**src/shared/lpcs_pkg.sv**
```systemverilog
// constants and types for the line port configuration and status bank
// assumes a byte-wide register port with one-cycle read latency
package lpcs_pkg;

    localparam int          LPCS_AW          = 8;
    localparam int          LPCS_DW          = 8;

    localparam logic [7:0]  LPCS_OFS_TRIG    = 8'h8f;
    localparam logic [7:0]  LPCS_OFS_CFGA    = 8'ha0;
    localparam logic [7:0]  LPCS_OFS_CFGB    = 8'ha1;
    localparam logic [7:0]  LPCS_OFS_STAT    = 8'ha2;
    localparam logic [7:0]  LPCS_OFS_IRQ_ST  = 8'ha3;
    localparam logic [7:0]  LPCS_OFS_IRQ_MSK = 8'ha4;

    localparam int          LPCS_TRIG_BIT    = 5;

    localparam int          LPCS_CA_PATTERN  = 7;
    localparam int          LPCS_CA_LLOOP    = 6;
    localparam int          LPCS_CA_RLOOP    = 5;
    localparam int          LPCS_CA_AUTO     = 4;
    localparam int          LPCS_CA_RATE_HI  = 3;
    localparam int          LPCS_CA_RATE_LO  = 2;
    localparam int          LPCS_CA_LOCKREF  = 1;
    localparam logic [7:0]  LPCS_CA_MASK     = 8'hfe;

    localparam int          LPCS_CB_TXTIME   = 4;
    localparam int          LPCS_CB_DEEMP_HI = 3;
    localparam int          LPCS_CB_DEEMP_LO = 2;
    localparam int          LPCS_CB_MODE_HI  = 1;
    localparam int          LPCS_CB_MODE_LO  = 0;
    localparam logic [7:0]  LPCS_CB_MASK     = 8'h1f;

    localparam int          LPCS_ST_CARRIER  = 7;
    localparam int          LPCS_ST_UNLOCK   = 5;
    localparam int          LPCS_ST_ABSENT   = 4;
    localparam int          LPCS_ST_RATE_HI  = 3;
    localparam int          LPCS_ST_RATE_LO  = 2;
    localparam int          LPCS_ST_PASS     = 1;
    localparam int          LPCS_ST_OVERRUN  = 0;

    // interrupt status bits
    localparam int          LPCS_IRQ_W       = 4;
    localparam int          LPCS_EV_ABSENT   = 0;
    localparam int          LPCS_EV_UNLOCK   = 1;
    localparam int          LPCS_EV_OVERRUN  = 2;
    localparam int          LPCS_EV_PASS     = 3;

    localparam logic [7:0]  LPCS_RST_CFGA    = 8'h00;
    localparam logic [7:0]  LPCS_RST_CFGB    = 8'h00;

    typedef enum logic [1:0] {
        LPCS_RATE_OC48,
        LPCS_RATE_GBE,
        LPCS_RATE_OC12,
        LPCS_RATE_OC3
    } lpcs_rate_t;

    typedef enum logic [1:0] {
        LPCS_MODE_DUPLEX,
        LPCS_MODE_TX_ONLY,
        LPCS_MODE_RX_ONLY,
        LPCS_MODE_REPEATER
    } lpcs_mode_t;

endpackage

```
**src/verilog/lpcs_sync.sv**
```systemverilog
// two-flop synchroniser for a bus of asynchronous levels
// assumes inputs are quasi-static levels from outside the clock domain
`timescale 1ns/10ps
`default_nettype none
module lpcs_sync #(
    parameter int W = 1
) (
    input  wire logic         sys_clk_in,
    input  wire logic         rst_in,
    input  wire logic [W-1:0] async_in,
    output logic      [W-1:0] sync_out
);

    if (W < 1) begin : g_bad_width
        $error("lpcs_sync: width must be at least one");
    end

    typedef struct packed {
        logic [W-1:0] meta;
        logic [W-1:0] sync;
    } lpcs_sync_state_t;

    lpcs_sync_state_t state_r;
    lpcs_sync_state_t state_nxt;

    always_comb begin
        state_nxt      = state_r;
        state_nxt.meta = async_in;
        state_nxt.sync = state_r.meta;
    end

    always_ff @(posedge sys_clk_in or posedge rst_in) begin
        if (rst_in) begin
            state_r <= '0;
        end else begin
            state_r <= state_nxt;
        end
    end

    assign sync_out = state_r.sync;

endmodule
`default_nettype wire

```
**src/verilog/lpcs_top.sv**
```systemverilog
// line port configuration and status register bank
// assumes a byte register port from the same clock; transceiver and optical
// module status pins are asynchronous levels
`timescale 1ns/10ps
`default_nettype none
module lpcs_top
    import lpcs_pkg::*;
(
    input  wire logic               sys_clk_in,
    input  wire logic               rst_in,
    // register port
    input  wire logic [LPCS_AW-1:0] reg_addr_in,
    input  wire logic [LPCS_DW-1:0] reg_wdata_in,
    input  wire logic               reg_wr_in,
    input  wire logic               reg_rd_in,
    output logic      [LPCS_DW-1:0] reg_rdata_out,
    // synchronized start for ports 1 and 2
    output logic                    sync_start_out,
    // transceiver controls
    output logic                    pattern_test_enable_out,
    output logic                    local_loop_out,
    output logic                    remote_loop_out,
    output logic                    rate_auto_sense_out,
    output logic      [1:0]         expected_rx_rate_out,
    output logic                    rx_lock_to_tx_out,
    output logic                    tx_timing_from_rx_out,
    output logic      [1:0]         deemphasis_level_out,
    output logic      [1:0]         transceiver_mode_out,
    // status pins
    input  wire logic               carrier_present_in,
    input  wire logic               pll_unlocked_in,
    input  wire logic               signal_lost_in,
    input  wire logic               frame_detected_in,
    input  wire logic [1:0]         sensed_rx_rate_in,
    input  wire logic               pattern_check_pass_in,
    input  wire logic               tx_fifo_overrun_in,
    // interrupt
    output logic                    irq_out
);

    //------------------------------------------------------------------
    // status input synchronisation
    //------------------------------------------------------------------

    localparam int SYNC_W = 8;

    logic [SYNC_W-1:0] pins_async;
    logic [SYNC_W-1:0] pins_sync;

    assign pins_async = {carrier_present_in,
                         pll_unlocked_in,
                         signal_lost_in,
                         frame_detected_in,
                         sensed_rx_rate_in,
                         pattern_check_pass_in,
                         tx_fifo_overrun_in};

    lpcs_sync #(
        .W (SYNC_W)
    ) i_lpcs_sync (
        .sys_clk_in (sys_clk_in),
        .rst_in     (rst_in),
        .async_in   (pins_async),
        .sync_out   (pins_sync)
    );

    logic       s_carrier;
    logic       s_unlock;
    logic       s_lost;
    logic       s_frame;
    logic [1:0] s_rate;
    logic       s_pass;
    logic       s_overrun;

    assign s_carrier = pins_sync[7];
    assign s_unlock  = pins_sync[6];
    assign s_lost    = pins_sync[5];
    assign s_frame   = pins_sync[4];
    assign s_rate    = pins_sync[3:2];
    assign s_pass    = pins_sync[1];
    assign s_overrun = pins_sync[0];

    //------------------------------------------------------------------
    // state
    //------------------------------------------------------------------

    typedef struct packed {
        logic [7:0]            cfg_a;
        logic [7:0]            cfg_b;
        logic                  absent;
        logic                  sync_start;
        logic                  unlock_d;
        logic                  overrun_d;
        logic                  pass_d;
        logic                  absent_d;
        logic [LPCS_IRQ_W-1:0] irq_st;
        logic [LPCS_IRQ_W-1:0] irq_msk;
        logic [LPCS_DW-1:0]    rdata;
    } lpcs_state_t;

    lpcs_state_t state_r;
    lpcs_state_t state_nxt;

    logic [7:0]            status_view;
    logic [LPCS_IRQ_W-1:0] events;
    logic                  wr_trig;
    logic                  wr_cfga;
    logic                  wr_cfgb;
    logic                  wr_irq_st;
    logic                  wr_irq_msk;

    assign wr_trig    = reg_wr_in && (reg_addr_in == LPCS_OFS_TRIG);
    assign wr_cfga    = reg_wr_in && (reg_addr_in == LPCS_OFS_CFGA);
    assign wr_cfgb    = reg_wr_in && (reg_addr_in == LPCS_OFS_CFGB);
    assign wr_irq_st  = reg_wr_in && (reg_addr_in == LPCS_OFS_IRQ_ST);
    assign wr_irq_msk = reg_wr_in && (reg_addr_in == LPCS_OFS_IRQ_MSK);

    //------------------------------------------------------------------
    // status register view
    //------------------------------------------------------------------

    always_comb begin
        status_view                  = 8'h00;
        status_view[LPCS_ST_CARRIER] = s_carrier;
        status_view[LPCS_ST_UNLOCK]  = s_unlock;
        status_view[LPCS_ST_ABSENT]  = state_r.absent;
        status_view[LPCS_ST_RATE_HI:LPCS_ST_RATE_LO] = s_rate;
        // pass flag only meaningful in pattern mode
        status_view[LPCS_ST_PASS]    = s_pass && state_r.cfg_a[LPCS_CA_PATTERN];
        status_view[LPCS_ST_OVERRUN] = s_overrun;
    end

    //------------------------------------------------------------------
    // rising-edge events
    //------------------------------------------------------------------

    always_comb begin
        events                  = '0;
        // registered flag edge, keeps the event path free of next-state loops
        events[LPCS_EV_ABSENT]  = state_r.absent && !state_r.absent_d;
        events[LPCS_EV_UNLOCK]  = s_unlock && !state_r.unlock_d;
        events[LPCS_EV_OVERRUN] = s_overrun && !state_r.overrun_d;
        events[LPCS_EV_PASS]    = status_view[LPCS_ST_PASS] && !state_r.pass_d;
    end

    //------------------------------------------------------------------
    // next state
    //------------------------------------------------------------------

    always_comb begin
        state_nxt = state_r;

        // trigger bit is write-only, a one-cycle start pulse
        state_nxt.sync_start = wr_trig && reg_wdata_in[LPCS_TRIG_BIT];

        if (wr_cfga) begin
            state_nxt.cfg_a = reg_wdata_in & LPCS_CA_MASK;
        end
        if (wr_cfgb) begin
            state_nxt.cfg_b = reg_wdata_in & LPCS_CB_MASK;
        end

        // loss of signal holds until a frame is seen; loss wins
        if (s_lost) begin
            state_nxt.absent = 1'b1;
        end else if (s_frame) begin
            state_nxt.absent = 1'b0;
        end

        state_nxt.absent_d  = state_r.absent;
        state_nxt.unlock_d  = s_unlock;
        state_nxt.overrun_d = s_overrun;
        state_nxt.pass_d    = status_view[LPCS_ST_PASS];

        // write-one-to-clear, a new event wins
        if (wr_irq_st) begin
            state_nxt.irq_st = state_r.irq_st & ~reg_wdata_in[LPCS_IRQ_W-1:0];
        end
        state_nxt.irq_st = state_nxt.irq_st | events;

        if (wr_irq_msk) begin
            state_nxt.irq_msk = reg_wdata_in[LPCS_IRQ_W-1:0];
        end

        state_nxt.rdata = '0;
        if (reg_rd_in) begin
            unique case (reg_addr_in)
                LPCS_OFS_TRIG: begin
                    state_nxt.rdata = 8'h00;
                end
                LPCS_OFS_CFGA: begin
                    state_nxt.rdata = state_r.cfg_a;
                end
                LPCS_OFS_CFGB: begin
                    state_nxt.rdata = state_r.cfg_b;
                end
                LPCS_OFS_STAT: begin
                    state_nxt.rdata = status_view;
                end
                LPCS_OFS_IRQ_ST: begin
                    state_nxt.rdata = {{(LPCS_DW-LPCS_IRQ_W){1'b0}}, state_r.irq_st};
                end
                LPCS_OFS_IRQ_MSK: begin
                    state_nxt.rdata = {{(LPCS_DW-LPCS_IRQ_W){1'b0}}, state_r.irq_msk};
                end
                default: begin
                    state_nxt.rdata = 8'h00;
                end
            endcase
        end
    end

    always_ff @(posedge sys_clk_in or posedge rst_in) begin
        if (rst_in) begin
            state_r       <= '0;
            state_r.cfg_a <= LPCS_RST_CFGA;
            state_r.cfg_b <= LPCS_RST_CFGB;
        end else begin
            state_r <= state_nxt;
        end
    end

    //------------------------------------------------------------------
    // outputs
    //------------------------------------------------------------------

    assign reg_rdata_out           = state_r.rdata;
    assign sync_start_out          = state_r.sync_start;
    assign pattern_test_enable_out = state_r.cfg_a[LPCS_CA_PATTERN];
    assign local_loop_out          = state_r.cfg_a[LPCS_CA_LLOOP];
    assign remote_loop_out         = state_r.cfg_a[LPCS_CA_RLOOP];
    // auto sensing only when the expected rate field is zero
    assign rate_auto_sense_out     = state_r.cfg_a[LPCS_CA_AUTO]
        && (state_r.cfg_a[LPCS_CA_RATE_HI:LPCS_CA_RATE_LO] == LPCS_RATE_OC48);
    assign expected_rx_rate_out    = state_r.cfg_a[LPCS_CA_RATE_HI:LPCS_CA_RATE_LO];
    assign rx_lock_to_tx_out       = state_r.cfg_a[LPCS_CA_LOCKREF];
    assign tx_timing_from_rx_out   = state_r.cfg_b[LPCS_CB_TXTIME];
    assign deemphasis_level_out    = state_r.cfg_b[LPCS_CB_DEEMP_HI:LPCS_CB_DEEMP_LO];
    assign transceiver_mode_out    = state_r.cfg_b[LPCS_CB_MODE_HI:LPCS_CB_MODE_LO];
    assign irq_out                 = |(state_r.irq_st & state_r.irq_msk);

endmodule
`default_nettype wire

```
**config.mk**
```make
export PLATFORM = sky130hd
export DESIGN_NAME = lpcs_top
export DESIGN_NICKNAME = d
export VERILOG_FILES = /design/src/shared/lpcs_pkg.sv /design/src/verilog/lpcs_sync.sv /design/src/verilog/lpcs_top.sv
export SDC_FILE = /design/constraint.sdc
export NUM_CORES = 1
export LEC_CHECK = 0
export ABC_AREA = 1
export BUFFER_PORTS_ARGS = -buffer_cell sky130_fd_sc_hd__clkbuf_2
export CORE_ASPECT_RATIO = 0.9
export CORE_MARGIN = 2
export CORE_UTILIZATION = 45
export CTS_BUF_LIST = sky130_fd_sc_hd__clkbuf_16
export CTS_CLUSTER_SIZE = 25
export DETAILED_ROUTE_END_ITERATION = 8
export PLACE_DENSITY = 0.77
export SYNTH_ARGS = -nofsm -noshare
export SYNTH_HDL_FRONTEND = slang
export SYNTH_HIERARCHICAL = 1
export SYNTH_SLANG_ARGS = --single-unit
```
**constraint.sdc**
```tcl
create_clock -name sys_clk_in -period 2.2 [get_ports sys_clk_in]
set_clock_uncertainty 0.05 [all_clocks]
set_input_delay 0.11 -clock sys_clk_in [delete_from_list [all_inputs] [get_ports sys_clk_in]]
set_output_delay 0.11 -clock sys_clk_in [all_outputs]
set_load 0.02 [all_outputs]
```
==> results, run 1 <==
- The run finished with clean final reports.
- Pin placement for this block handled 50 I/O pins.
- Across every metal layer, demand over resource in global routing totals 17.1%.
- On the final layout, the worst hold slack is 0.00544 ns.
- Once detail routing completed, the nets flagged for antenna violations numbered 0.
- The count of flip-flops with a built-in enable after synthesis is 0.
- Among all cell types in the netlist, the one instantiated most often is sky130_fd_sc_hd__dfrtp_1.
- The H-tree was split into 2 levels.
- The count of non-filler cells in the finished layout is about 330.
- Traced cell by cell, the critical path runs through nor3_1 > clkbuf_2.
- The area share of the leading cell type in the synthesized netlist is 58.5%.
- The clock transition time at the flip-flop clock pins of the worst setup and hold paths is ~0.070 ns.
- Of all nets on the critical path, the largest fanout is 4.
- The final count of hold timing violations was 0.
- The flip-flop and latch count after synthesis is 50.
- The share of the Yosys chip area taken by registers is between 50% and 60%.
- At the end of routability-driven placement, the weighted congestion stood at 0.895.
- The per-cell routed wire length is 12.7 um.
- The most instantiated flip-flop cell in the synthesis netlist is sky130_fd_sc_hd__dfrtp_1.
- In this run the clock root is driven by a sky130_fd_sc_hd__clkbuf_16.
- The post-synthesis instance area is 2140 um^2.
- Post-CTS repair changed the size of 0 cells.
- The synthesized net count is between 200 and 250.
- The analysis attributes to cell leakage a power of 1.37 nW.
- The cell area power density is around 800 nW/um^2.
- Ranked by total cell area, the synthesized netlist is headed by sky130_fd_sc_hd__dfrtp_1, sky130_fd_sc_hd__nand3_1, sky130_fd_sc_hd__nand2_1.
- The first global-routing pass estimated 7040 um of wire.
- The final count of pins violating max slew came to 0.
- For this run, design rule violations remaining after detail routing come to 0.
- The post-synthesis instance total is 213.
- Counting distinct cell types in the post-synthesis netlist gives 21.
- The largest area contributor in the synthesized netlist is sky130_fd_sc_hd__dfrtp_1.
- Counting both buffers and inverters, the worst setup path holds a total of 1.
- Across the run, the number of max-cap violations was 0.
- The largest single stage delay on the critical path is between 0.4 and 0.5 ns.
- The internal portion of the total power is 1.57 mW.
- The via count of the first global-routing pass came to 1526.
- The share of cells above drive strength 1 is 28.3%.
- Of the total power, the clock network draws 42.7%.
- The cell class contributing the biggest share of worst-path delay is flip-flops.
- The region available for standard cell placement spans 4520 um^2.
- The latest clock arrival within the worst-skew pair is 0.29 ns.
- The minimum period implied by the final worst setup slack is 1.29 ns.
- For the worst setup path, the data required time is 2.04 ns.
- Setup repair after global routing left no endpoint under its margin.
- The post-placement cell area is approximately 2300 um^2.
- The area overhead of the layout relative to synthesis is 22.0%.
- Port buffering added 49 buffers.
- The die is 69.4 um tall.
- Across the VDD grid, the largest voltage drop is 0.517 mV.
- Entering global routing, the biggest net connects 35 pins.
- The number of antenna violations at the first check in global routing is 0.
- The deepest clock path buffer count is 2.
- For this design, the sink count on the clock tree is 50.
- The total wire length is ~4100 um.
- Before CTS, the worst setup slack after placement is between 0.7 and 0.8 ns.
- The worst setup path is captured at an output pin.
- The worst hold-check path type is in2reg.
- The warning count from the yosys run is 6.
- The die is 76.6 um wide.
- The start-to-end type of the worst setup path is reg2out.
- In this run the mean area of a mapped cell was 10.0 um^2.
- The worst-path cell with the longest stage delay is sky130_fd_sc_hd__dfrtp_1.
- Of the available clock period, the critical path in the final layout requires 58.8%.
- The die area is 5320 um^2.
- The filler cells instantiated in the layout total 412.
- The detailed-route via count is 1552.
- Counting tap cells, the placed design contains a total of 308 instances.
- Adding up every negative setup slack in the final design gives 0 ns.
- Global routing used 22.0% of the available met1 tracks.
- The relative contribution of combinational cells to total power is a little under 9%.
- The setup violation total in the final timing report is 0.
- The first routing iteration left 100 violations.
- The commonest cells after synthesis are sky130_fd_sc_hd__dfrtp_1, sky130_fd_sc_hd__nand2_1, sky130_fd_sc_hd__nand3_1.
- The net switching fraction of the power is 23.4%.
- STA puts the critical path data arrival time at 1.13 ns.
- For the pin with the worst max-slew slack, the measured transition is 0.554 ns.
- In this run the most used layer during global routing was met2.
- After detailed routing, the number of vias per cell comes to between 4 and 5.
- The first detailed-routing pass took 4 iterations.
- The met2 usage in global routing is 27.8%.
- The reg-to-reg setup timing slack is 1.17 ns.
- The total overflow left after global routing is 0.
- The total half-perimeter wirelength after legalization and detailed placement is 3070 um.
- Once layout is done, the placed cells without fillers occupy about 2600 um^2.
- The normalized max-slew margin is about 63%.
- Row generation in the floorplan step produced 23 rows.
- The number of nets at the end of the flow is 292.
- Of the total power, registers draw 48.4%.
- Measured on the finished design, the core utilization comes to between 50% and 60%.
- The worst path setup slack after routing is roughly 0.91 ns.
- The starting density of the core is 47.3%.
- The power consumption is 2.05 mW.
- The critical path launch point type is a flop.
- For this run, the top clock speed supported by timing is 773 MHz.
- The fraction of registers with async set or reset after synthesis is 100%.
- The switching power is 480 uW.
- Global routing used 4.04% of the available met3 tracks.
- The number of diodes is 0.
- The total CTS buffers is 5.
- TritonCTS built the clock tree.
[power by group through the flow]
stage	registers [mW]	clock network, mW	logic, mW
floorplan	1.01	0	0.111
global placement	1.01	0	0.165
detailed placement	1.01	0	0.170
CTS	0.992	0.886	0.186
global route	0.997	0.925	0.203
finish	0.992	0.876	0.183
[per-layer routing]
metal	vias up	wire [um]
li1	776	-
met3	9	190
met1	721	1920
met5	-	0
met4	0	87
met2	46	1940
[registers in the layout (all words and copies together), names as in the netlist]
| signal | cells |
|---|---|
| state_r | 13 |
| i_lpcs_sync/state_nxt | 8 |
| i_lpcs_sync/sync_out | 8 |
| reg_rdata_out | 8 |
| deemphasis_level_out | 2 |
| expected_rx_rate_out | 2 |
| transceiver_mode_out | 2 |
| local_loop_out | 1 |
| pattern_test_enable_out | 1 |
| remote_loop_out | 1 |
| rx_lock_to_tx_out | 1 |
| state_nxt | 1 |
| sync_start_out | 1 |
| tx_timing_from_rx_out | 1 |
[worst reg2reg max path, stage by stage (launching register included)]
cell and delay (ns):
sky130_fd_sc_hd__dfrtp_1 0.41, sky130_fd_sc_hd__nand2_1 0.10, sky130_fd_sc_hd__inv_1 0.06, sky130_fd_sc_hd__nand3_1 0.07, sky130_fd_sc_hd__nand3_1 0.07, sky130_fd_sc_hd__nor2_1 0.10
sky130_fd_sc_hd__nor2_1 0.05
[area by class of cell]
cell class | count | area (um^2) | area share (%)
timing repair buffer | 61 | 363 | 13.9
inverter | 26 | 97.6 | 3.74
multi-input combinational | 120 | 649 | 24.9
clock inverter | 3 | 43.8 | 1.68
clock buffer | 5 | 125 | 4.80
tap | 62 | 77.6 | 2.98
sequential | 50 | 1250 | 48.0
[final timing paths]
path,from,endpoint,cells past startpoint
worst min register to register,i_lpcs_sync/state_nxt[5]$_DFF_PP0_,i_lpcs_sync/sync_out[5]$_DFF_PP0_,0
worst max register to register,pattern_test_enable_out$_DFFE_PP0P_,reg_rdata_out[1]$_DFF_PP0_,6
worst min-delay path,reg_rd_in,reg_rdata_out[4]$_DFF_PP0_,3
min in group asynchronous,rst_in,i_lpcs_sync/state_nxt[1]$_DFF_PP0_,3
worst max-delay path,expected_rx_rate_out[1]$_DFFE_PP0P_,rate_auto_sense_out,2
max in group asynchronous,rst_in,i_lpcs_sync/sync_out[4]$_DFF_PP0_,3
[cells in the final DEF, fill, tap and decap left out, drive strengths merged]
cell and n:
dfrtp 50, o21bai 1, o21ai 18, nor4 1, o21a 9, clkinv 1
a21oi 2, dlygate4sd3 11, nor2 19, nand4 4, bufinv 1, nand3 25
buf 1, clkbuf 54, nor3 2, nand2 39, inv 27
[cells by family (layout without fill, tap and decap cells)]
| logic type | after synthesis | after routing | share of synthesized area, % |
|---|---|---|---|
| simple gates | 90 | 90 | 22.2 |
| flops | 50 | 50 | 58.5 |
| buf+inv | 43 | 95 | 11.1 |
| compound gates | 30 | 30 | 8.20 |
[repair_timing]
action / in CTS / in global routing
buffers inserted: 0 / 0
hold buffers: 11 / 0
endpoints found under the setup margin: 0 / 0
hold endpoints to repair: 60 / 0
Power figures use the tool's default switching activity.
==> inputs of run 2 (changes only) <==
--- a/config.mk
+++ b/config.mk
@@ -13,7 +13,7 @@
 export CTS_BUF_LIST = sky130_fd_sc_hd__clkbuf_16
 export CTS_CLUSTER_SIZE = 25
 export DETAILED_ROUTE_END_ITERATION = 8
-export PLACE_DENSITY = 0.77
+export PLACE_DENSITY = 0.79
 export SYNTH_ARGS = -nofsm -noshare
 export SYNTH_HDL_FRONTEND = slang
 export SYNTH_HIERARCHICAL = 1
==> constraint.sdc (replaced) <==
create_clock -name sys_clk_in -period 1.1 [get_ports sys_clk_in]
set_clock_uncertainty 0.05 [all_clocks]
set_input_delay 0.055 -clock sys_clk_in [delete_from_list [all_inputs] [get_ports sys_clk_in]]
set_output_delay 0.055 -clock sys_clk_in [all_outputs]
set_load 0.02 [all_outputs]
==> run 2 against run 1 <==
Effect of this change:
- the run now ends with negative setup slack left
- total power up 100%
- final cell count up 6.1%
- non-clock buffer count up 20
- via count up 6.3%
- combinational power up 140%
- critical path depth up 1
- clock power up 99%
- core utilization up 4.5 points
- sequential power up 100%
- clock-buffer cell count unchanged
- largest power group unchanged
==> results, run 2 (synthesized netlist as in run 1, its figures left out) <==
- During placement, the flow inserted port buffers numbering between 40 and 50.
- The die is 76.6 um wide.
- For the worst-skew pair, the clock arrives at the later sink with an insertion delay of 0.29 ns.
- The analysis attributes to net switching a power of 974 uW.
- The deepest level of the CTS H-tree is 2.
- Across the run, the number of max-cap violations was 0.
- The signal on the critical path passes through nand2_1 > nand4_1 > buf_4.
- Derived from the worst setup path, the maximum achievable clock frequency is 805 MHz.
- The final count of hold timing violations is 0.
- The detailed router's first-iteration violation count is 104.
- The relative contribution of combinational cells to total power is 10.7%.
- The initialized floorplan defines 23 standard-cell rows.
- The worst setup path is launched from a flop.
- For this run, the total global-route usage over all layers was measured as a little under a fifth.
- The cell sitting at the root of the clock tree is a sky130_fd_sc_hd__clkbuf_16.
- The run finished, with violations left.
- Subtracting the final worst setup slack from the clock period gives 1.24 ns.
- The number of antenna diodes in the final layout is 0.
- The worst-case reg-to-reg path depth is 5.
- The deepest clock path buffer count is 2.
- For the worst setup path, the data required time is 1.00 ns.
- The per-cell routed wire length is 13.3 um.
- The final count of pins violating max slew is 0.
- Relative to the synthesized area, the layout overhead comes to 31.6%.
- The clock drives 50 sinks.
- The total half-perimeter wirelength after legalization and detailed placement is around 3200 um.
- The via count of the first global-routing pass is 1632.
- The floorplan step defined a die boundary enclosing around 5300 um^2.
- The first TritonRoute pass finished after 4 iterations.
- For this design the ratio of total power to cell area is between 1000 and 1500 nW/um^2.
- The number of placed I/O pins is 50.
- The register with the most flip-flops in the layout has 13 of them.
- The total wire length is 4610 um.
- The startpoint identified for the worst register-to-register timing path is expected_rx_rate_out[0]$_DFFE_PP0P_.
- Dividing the detail-routed via count by the number of cells gives 4.75.
- Data arrives at the worst endpoint at about 1.1 ns.
- The reg-to-reg setup timing slack is around 0.080 ns.
- The critical path crosses 3 cells after its start point.
- In this run the most critical hold path is launched from reg_addr_in[5].
- In this run the worst setup path terminates at irq_out.
- In this design, the stage delay of the slowest critical-path cell is 0.41 ns.
- Net switching is 23.3% of the power.
- The clock transition time at the flip-flop clock pins of the worst setup and hold paths is 0.07 ns.
- The setup violation total in the final timing report is 3.
- The count of non-filler cells in the finished layout is between 300 and 400.
- Once placement completed, the tool counted placed cells totaling approximately 320.
- The critical path starts at state_r[9]$_DFFE_PP0P_.
- The power share of the sequential group is 47.7%.
- Counting the fill cells in the layout gives 384.
- The worst hold path belongs to the class in2reg.
- The number of buffers and inverters on the critical path is 1.
- Headroom to the max-slew limit came out at ~61%.
- At the end of routability-driven placement, the weighted congestion stood at 0.850.
- The first global-routing pass estimated around 7600 um of wire.
- The number of clock buffers added by TritonCTS is 5.
- For this configuration, the core starts out at a cell density of 47.3%.
- More flip-flops sit in one register than any other, and that register is state_r.
- The worst register-to-register path ends at reg_rdata_out[2]$_DFF_PP0_.
- The die outline height is approximately 69 um.
- The detail route stage leaves a number of antenna-violating nets equal to 0.
- The internal power contribution is 3.20 mW.
- The most common cell after layout, fill and taps aside is sky130_fd_sc_hd__dfrtp_1.
- The total area inside the core boundary comes to 4520 um^2.
- The share of cells above drive strength 1 is 33.0%.
- The final layout contains roughly 310 nets.
- Across all setup checks in the final design, the least slack found is -0.142 ns.
- The area occupied by registers is ~1300 um^2.
- TritonCTS built the clock tree.
- The period utilization is 113%.
- On the critical path the largest part of the delay comes from flip-flops.
- For the pin with the worst max-slew slack, the measured transition is ~0.58 ns.
- The number of antenna violations at the first check in global routing is 0.
- The final reports fail on negative setup slack.
- The start-to-end type of the worst setup path is reg2out.
- Setup repair after global routing could not meet its margin everywhere.
- For this run, design rule violations remaining after detail routing come to 0.
- The library cells used most frequently in the layout, excluding fill and tap cells, are sky130_fd_sc_hd__dfrtp_1, sky130_fd_sc_hd__clkbuf_2, sky130_fd_sc_hd__nand2_1.
- The area of the multi-input gates is 668 um^2.
- The slowest stage of the critical path belongs to the cell sky130_fd_sc_hd__dfrtp_1.
- The routed layout has between 1500 and 2000 vias.
- Global routing finished with a remaining overflow of 0.
- Entering global routing, the biggest net connects 35 pins.
- For this design the static power due to leakage is 1.47 nW.
- The clock network burns around two fifths of the power.
- The highest fanout seen on the critical path is 3.
- The worst IR drop on VDD is 0.889 mV.
- At the placement stage, the worst setup path has a slack of -0.0815 ns.
- STA classifies the critical path endpoint as an output pin.
[run 2: routing by layer]
layer	GRT usage (%)	vias up	share of wire [%]	wire, um
met3	3.65	17	5.7	265
met5	0	-	0	0
met4	9.70	0	3.8	175
met1	22.8	747	42	1930
li1	-	816	-	-
met2	30.6	69	49	2240
[run 2: area by class of cell]
cell class              instances  area share, %
clock inverters                 3           1.56
repair buffers                 81           19.5
flip-flops and latches         50           44.5
well taps                      62           2.76
multi-input cells             120           23.8
inverters                      26           3.47
clock buffers                   5           4.45
[run 2: through the flow]
stage | setup TNS (ns) | hold slack, ns | area, um^2 | total power [mW] | util (%)
5_1_grt | -0.360 | 0.0336 | 2810 | 4.33 | 62.3
3_5_place_dp | -0.377 | 0.0836 | 2390 | 2.38 | 52.9
3_3_place_gp | -0.201 | 0.0687 | 2390 | 2.36 | 52.9
2_1_floorplan | 0 | -0.0813 | 2140 | 2.24 | -
4_1_cts | -0.228 | 0.00351 | 2760 | 4.17 | 61.1
6_report | -0.264 | 0.0203 | 2810 | 4.18 | 62.3
[run 2: worst min path at each step]
stage                                    endpoint  slack (ns)  cells after the start
6_report                 sync_start_out$_DFF_PP0_        0.02                      4
5_1_grt                  sync_start_out$_DFF_PP0_        0.03                      3
4_1_cts                  sync_start_out$_DFF_PP0_       0.004                      4
3_5_place_dp   i_lpcs_sync/state_nxt[5]$_DFF_PP0_        0.08                      2
3_3_place_gp   i_lpcs_sync/state_nxt[5]$_DFF_PP0_        0.07                      2
2_1_floorplan  i_lpcs_sync/state_nxt[0]$_DFF_PP0_       -0.08                      1
[run 2: power groups by stage]
stage	clock network, mW	registers [mW]	logic, mW
2_1_floorplan	0	2.01	0.222
3_3_place_gp	0	2.02	0.347
3_5_place_dp	0	2.02	0.355
4_1_cts	1.77	1.99	0.421
5_1_grt	1.85	2.00	0.489
6_report	1.74	1.99	0.445
[run 2: tightest hold or removal path, delay by kind of cell]
family | cells | cell delay (ns)
simple gates | 3 | 0.17
buf+inv | 1 | 0.10
[run 2: repair_timing]
item | CTS | global route
setup endpoints to repair | 2 | 6
gates resized for setup | 4 | 13
hold buffers | 18 | 0
setup buffers | 2 | 3
pin swaps | 1 | 6
hold endpoints to repair | 67 | 0
==> inputs of run 3 (changes only) <==
--- a/config.mk
+++ b/config.mk
@@ -10,7 +10,6 @@
 export CORE_ASPECT_RATIO = 0.9
 export CORE_MARGIN = 2
 export CORE_UTILIZATION = 45
-export CTS_BUF_LIST = sky130_fd_sc_hd__clkbuf_16
 export CTS_CLUSTER_SIZE = 25
 export DETAILED_ROUTE_END_ITERATION = 8
 export PLACE_DENSITY = 0.79
==> run 3 against run 2 <==
Effect of this change:
- die area is the same
- setup slack gained 0.012 ns
- sequential power is essentially flat
- fmax grew 0.94%
- global-route usage grew 0.32 points
- wire length grew 1.2%
- sequential cell count is the same
- the flow still finishes with violations (negative setup slack)
- critical endpoint unchanged
- sequential share of layout area shrank 0.76 points
- critical path depth is the same
- final cell count grew 2.0%
- final area grew 1.6%
==> results, run 3 (synthesized netlist as in run 1, its figures left out) <==
- The run finished, with violations left.
- The final reports fail on negative setup slack.
- The worst setup path is of the reg2out kind.
- The number of placed I/O pins is 50.
- The weighted congestion reported at the end of routability-driven placement is 0.850.
- The number of antenna diodes in the final layout is 0.
- In this run the deepest clock path goes through 2 buffers.
- For this run, the detailed router's first-pass iteration total came to 4.
- The clock transition time at the flip-flop clock pins of the worst setup and hold paths is ~0.09 ns.
- Setup repair after global routing could not meet its margin everywhere.
- Once routing completed, OpenROAD measured the worst setup slack at -0.130 ns.
- The number of nets at the end of the flow is 319.
- The wire length of the first global-routing pass is 7660 um.
- The worst hold-check path type is in2reg.
- In this run the standard cell core region covers between 4000 and 5000 um^2.
- The x dimension of the die is between 70 and 80 um.
- STA classifies the critical path startpoint as a flop.
- The count of input and output buffers is 49.
- The detailed-route via count is ~1700.
- After the first detailed-routing iteration, the DRC count stood at 128.
- The per-cell routed wire length is 13.2 um.
- The area growth from synthesis to layout is 33.8%.
- The overall global routing resource usage is 18.7%.
- The final count of hold timing violations is 0.
- The worst IR drop on VDD is 0.916 mV.
- Once the floorplan was initialized, standard cells occupied 47.3% of the core.
- The clock tree synthesis step divided the H-tree into 2 levels.
- The setup violation total in the final timing report is 3.
- The share of cells above drive strength 1 is between 30% and 40%.
- The most common cell after layout, fill and taps aside is sky130_fd_sc_hd__dfrtp_1.
- STA classifies the critical path endpoint as an output pin.
- The maximum achievable frequency is 813 MHz.
- The die covers around 5300 um^2.
- For the final routed database, the setup TNS stands at -0.240 ns.
- Global routing finished with a remaining overflow of 0.
- In the layout the commonest cells are sky130_fd_sc_hd__dfrtp_1, sky130_fd_sc_hd__clkbuf_2, sky130_fd_sc_hd__nand2_1.
- At the later pin of the worst-skew pair, clock insertion delay measures 0.31 ns.
- The clock net in this run drives a total of 50 sinks.
- The period utilization is 112%.
- The post-placement cell area is 2390 um^2.
- The final instance area is about 2900 um^2.
- The pin count of the biggest net entering global routing is 35.
- The final routed DRC violation total is 0.
- More flip-flops sit in one register than any other, and that register is state_r.
- The cell area power density is 1320 nW/um^2.
- The detail route stage leaves a number of antenna-violating nets equal to 0.
- For this block, the routed nets add up to 4670 um of wire.
- The number of vias per cell after detailed routing is 4.77.
- The highest fanout seen on the critical path is 3.
- For this run, global-route usage on met1 was measured as 22.5%.
- The via count of the first global-routing pass is 1675.
- The final count of pins violating max slew came to 0.
- Summed over all cells, the static leakage comes to 1.50 nW.
- The met3 routing resource usage after global routing is 5.08%.
- The minimum period implied by the final worst setup slack is between 1 and 1.5 ns.
- The tree is rooted in a sky130_fd_sc_hd__clkbuf_8.
- The pre-CTS setup slack is -0.0815 ns.
- The number of filler cells placed in the layout is 361.
- At the pin with the least slew margin, the transition time is 0.570 ns.
- The normalized max-slew margin is 61.9%.
- The die is 69.4 um tall.
- The met2 usage in global routing is between 30% and 40%.
- The number of antenna violations at the first check in global routing came to 0.
- After global routing, the most crowded layer is met2.
- The max-capacitance violation count is 0.
- The wire-length estimate of the detail-placed layout is 3220 um.
- TritonCTS built the clock tree.
- The register with the most flip-flops in the layout has 13 of them.
- The floorplan row count is 23.
- STA puts the critical path data required time at 1.00 ns.
- The worst hold margin is 0.0439 ns.
- The reg-to-reg setup timing slack is 0.01 ns.
- At the worst endpoint, the arrival time is approximately 1.1 ns.
- Counting the buffers created by CTS gives 5.
## run 3: critical path, stage by stage (launching register included)
cell and delay, ns:
sky130_fd_sc_hd__dfrtp_1 0.41, sky130_fd_sc_hd__nand2_1 0.08, sky130_fd_sc_hd__nand4_1 0.14, sky130_fd_sc_hd__clkbuf_8 0.19
## run 3: metrics by stage
step	util, %	cells	total power, mW
floorplan	-	213	2.24
global route	63.3	354	3.93
finish	63.3	354	3.77
global placement	52.9	316	2.36
detailed placement	52.9	316	2.38
CTS	61.8	352	3.77
## run 3: final timing paths
| path | endpoint | cells past startpoint | startpoint |
|---|---|---|---|
| max reg2reg | reg_rdata_out[1]$_DFF_PP0_ | 7 | pattern_test_enable_out$_DFFE_PP0P_ |
| max in group asynchronous | i_lpcs_sync/sync_out[0]$_DFF_PP0_ | 3 | rst_in |
| min in group asynchronous | i_lpcs_sync/state_nxt[3]$_DFF_PP0_ | 3 | rst_in |
| min reg2reg | i_lpcs_sync/sync_out[4]$_DFF_PP0_ | 0 | i_lpcs_sync/state_nxt[4]$_DFF_PP0_ |
| min | rx_lock_to_tx_out$_DFFE_PP0P_ | 4 | reg_wdata_in[1] |
| max | irq_out | 3 | state_r[11]$_DFFE_PP0P_ |
## run 3: report_power, final
group          switching, mW  leakage (nW)  internal (mW)
clock network          0.625        0.0585          0.682
registers             0.0553         0.603           1.92
logic                  0.262         0.835          0.224
total                  0.942          1.50           2.83
## run 3: cell type report
cell class | instances | area, um^2 | area share, %
clock buffer | 5 | 68.8 | 2.41
clock inverter | 3 | 43.8 | 1.53
inverter | 26 | 100 | 3.50
multi-input combinational | 120 | 681 | 23.8
sequential | 50 | 1250 | 43.8
tap | 62 | 77.6 | 2.71
timing repair buffer | 88 | 637 | 22.3
## run 3: repair_timing
item                                   4_1_cts  5_1_grt
setup buffers                                8        2
gates cloned                                 0        0
hold buffers                                20        0
pin swaps                                    2        3
setup endpoints to repair                    3        8
gates resized for setup                      7       19
endpoints found under the hold margin       67        0
## run 3: per-layer routing
metal  part of all wire, %  up-vias
li1                      -      823
met3                   5.7       14
met1                    42      787
met4                   2.8        0
met2                    49       64
met5                     0        -
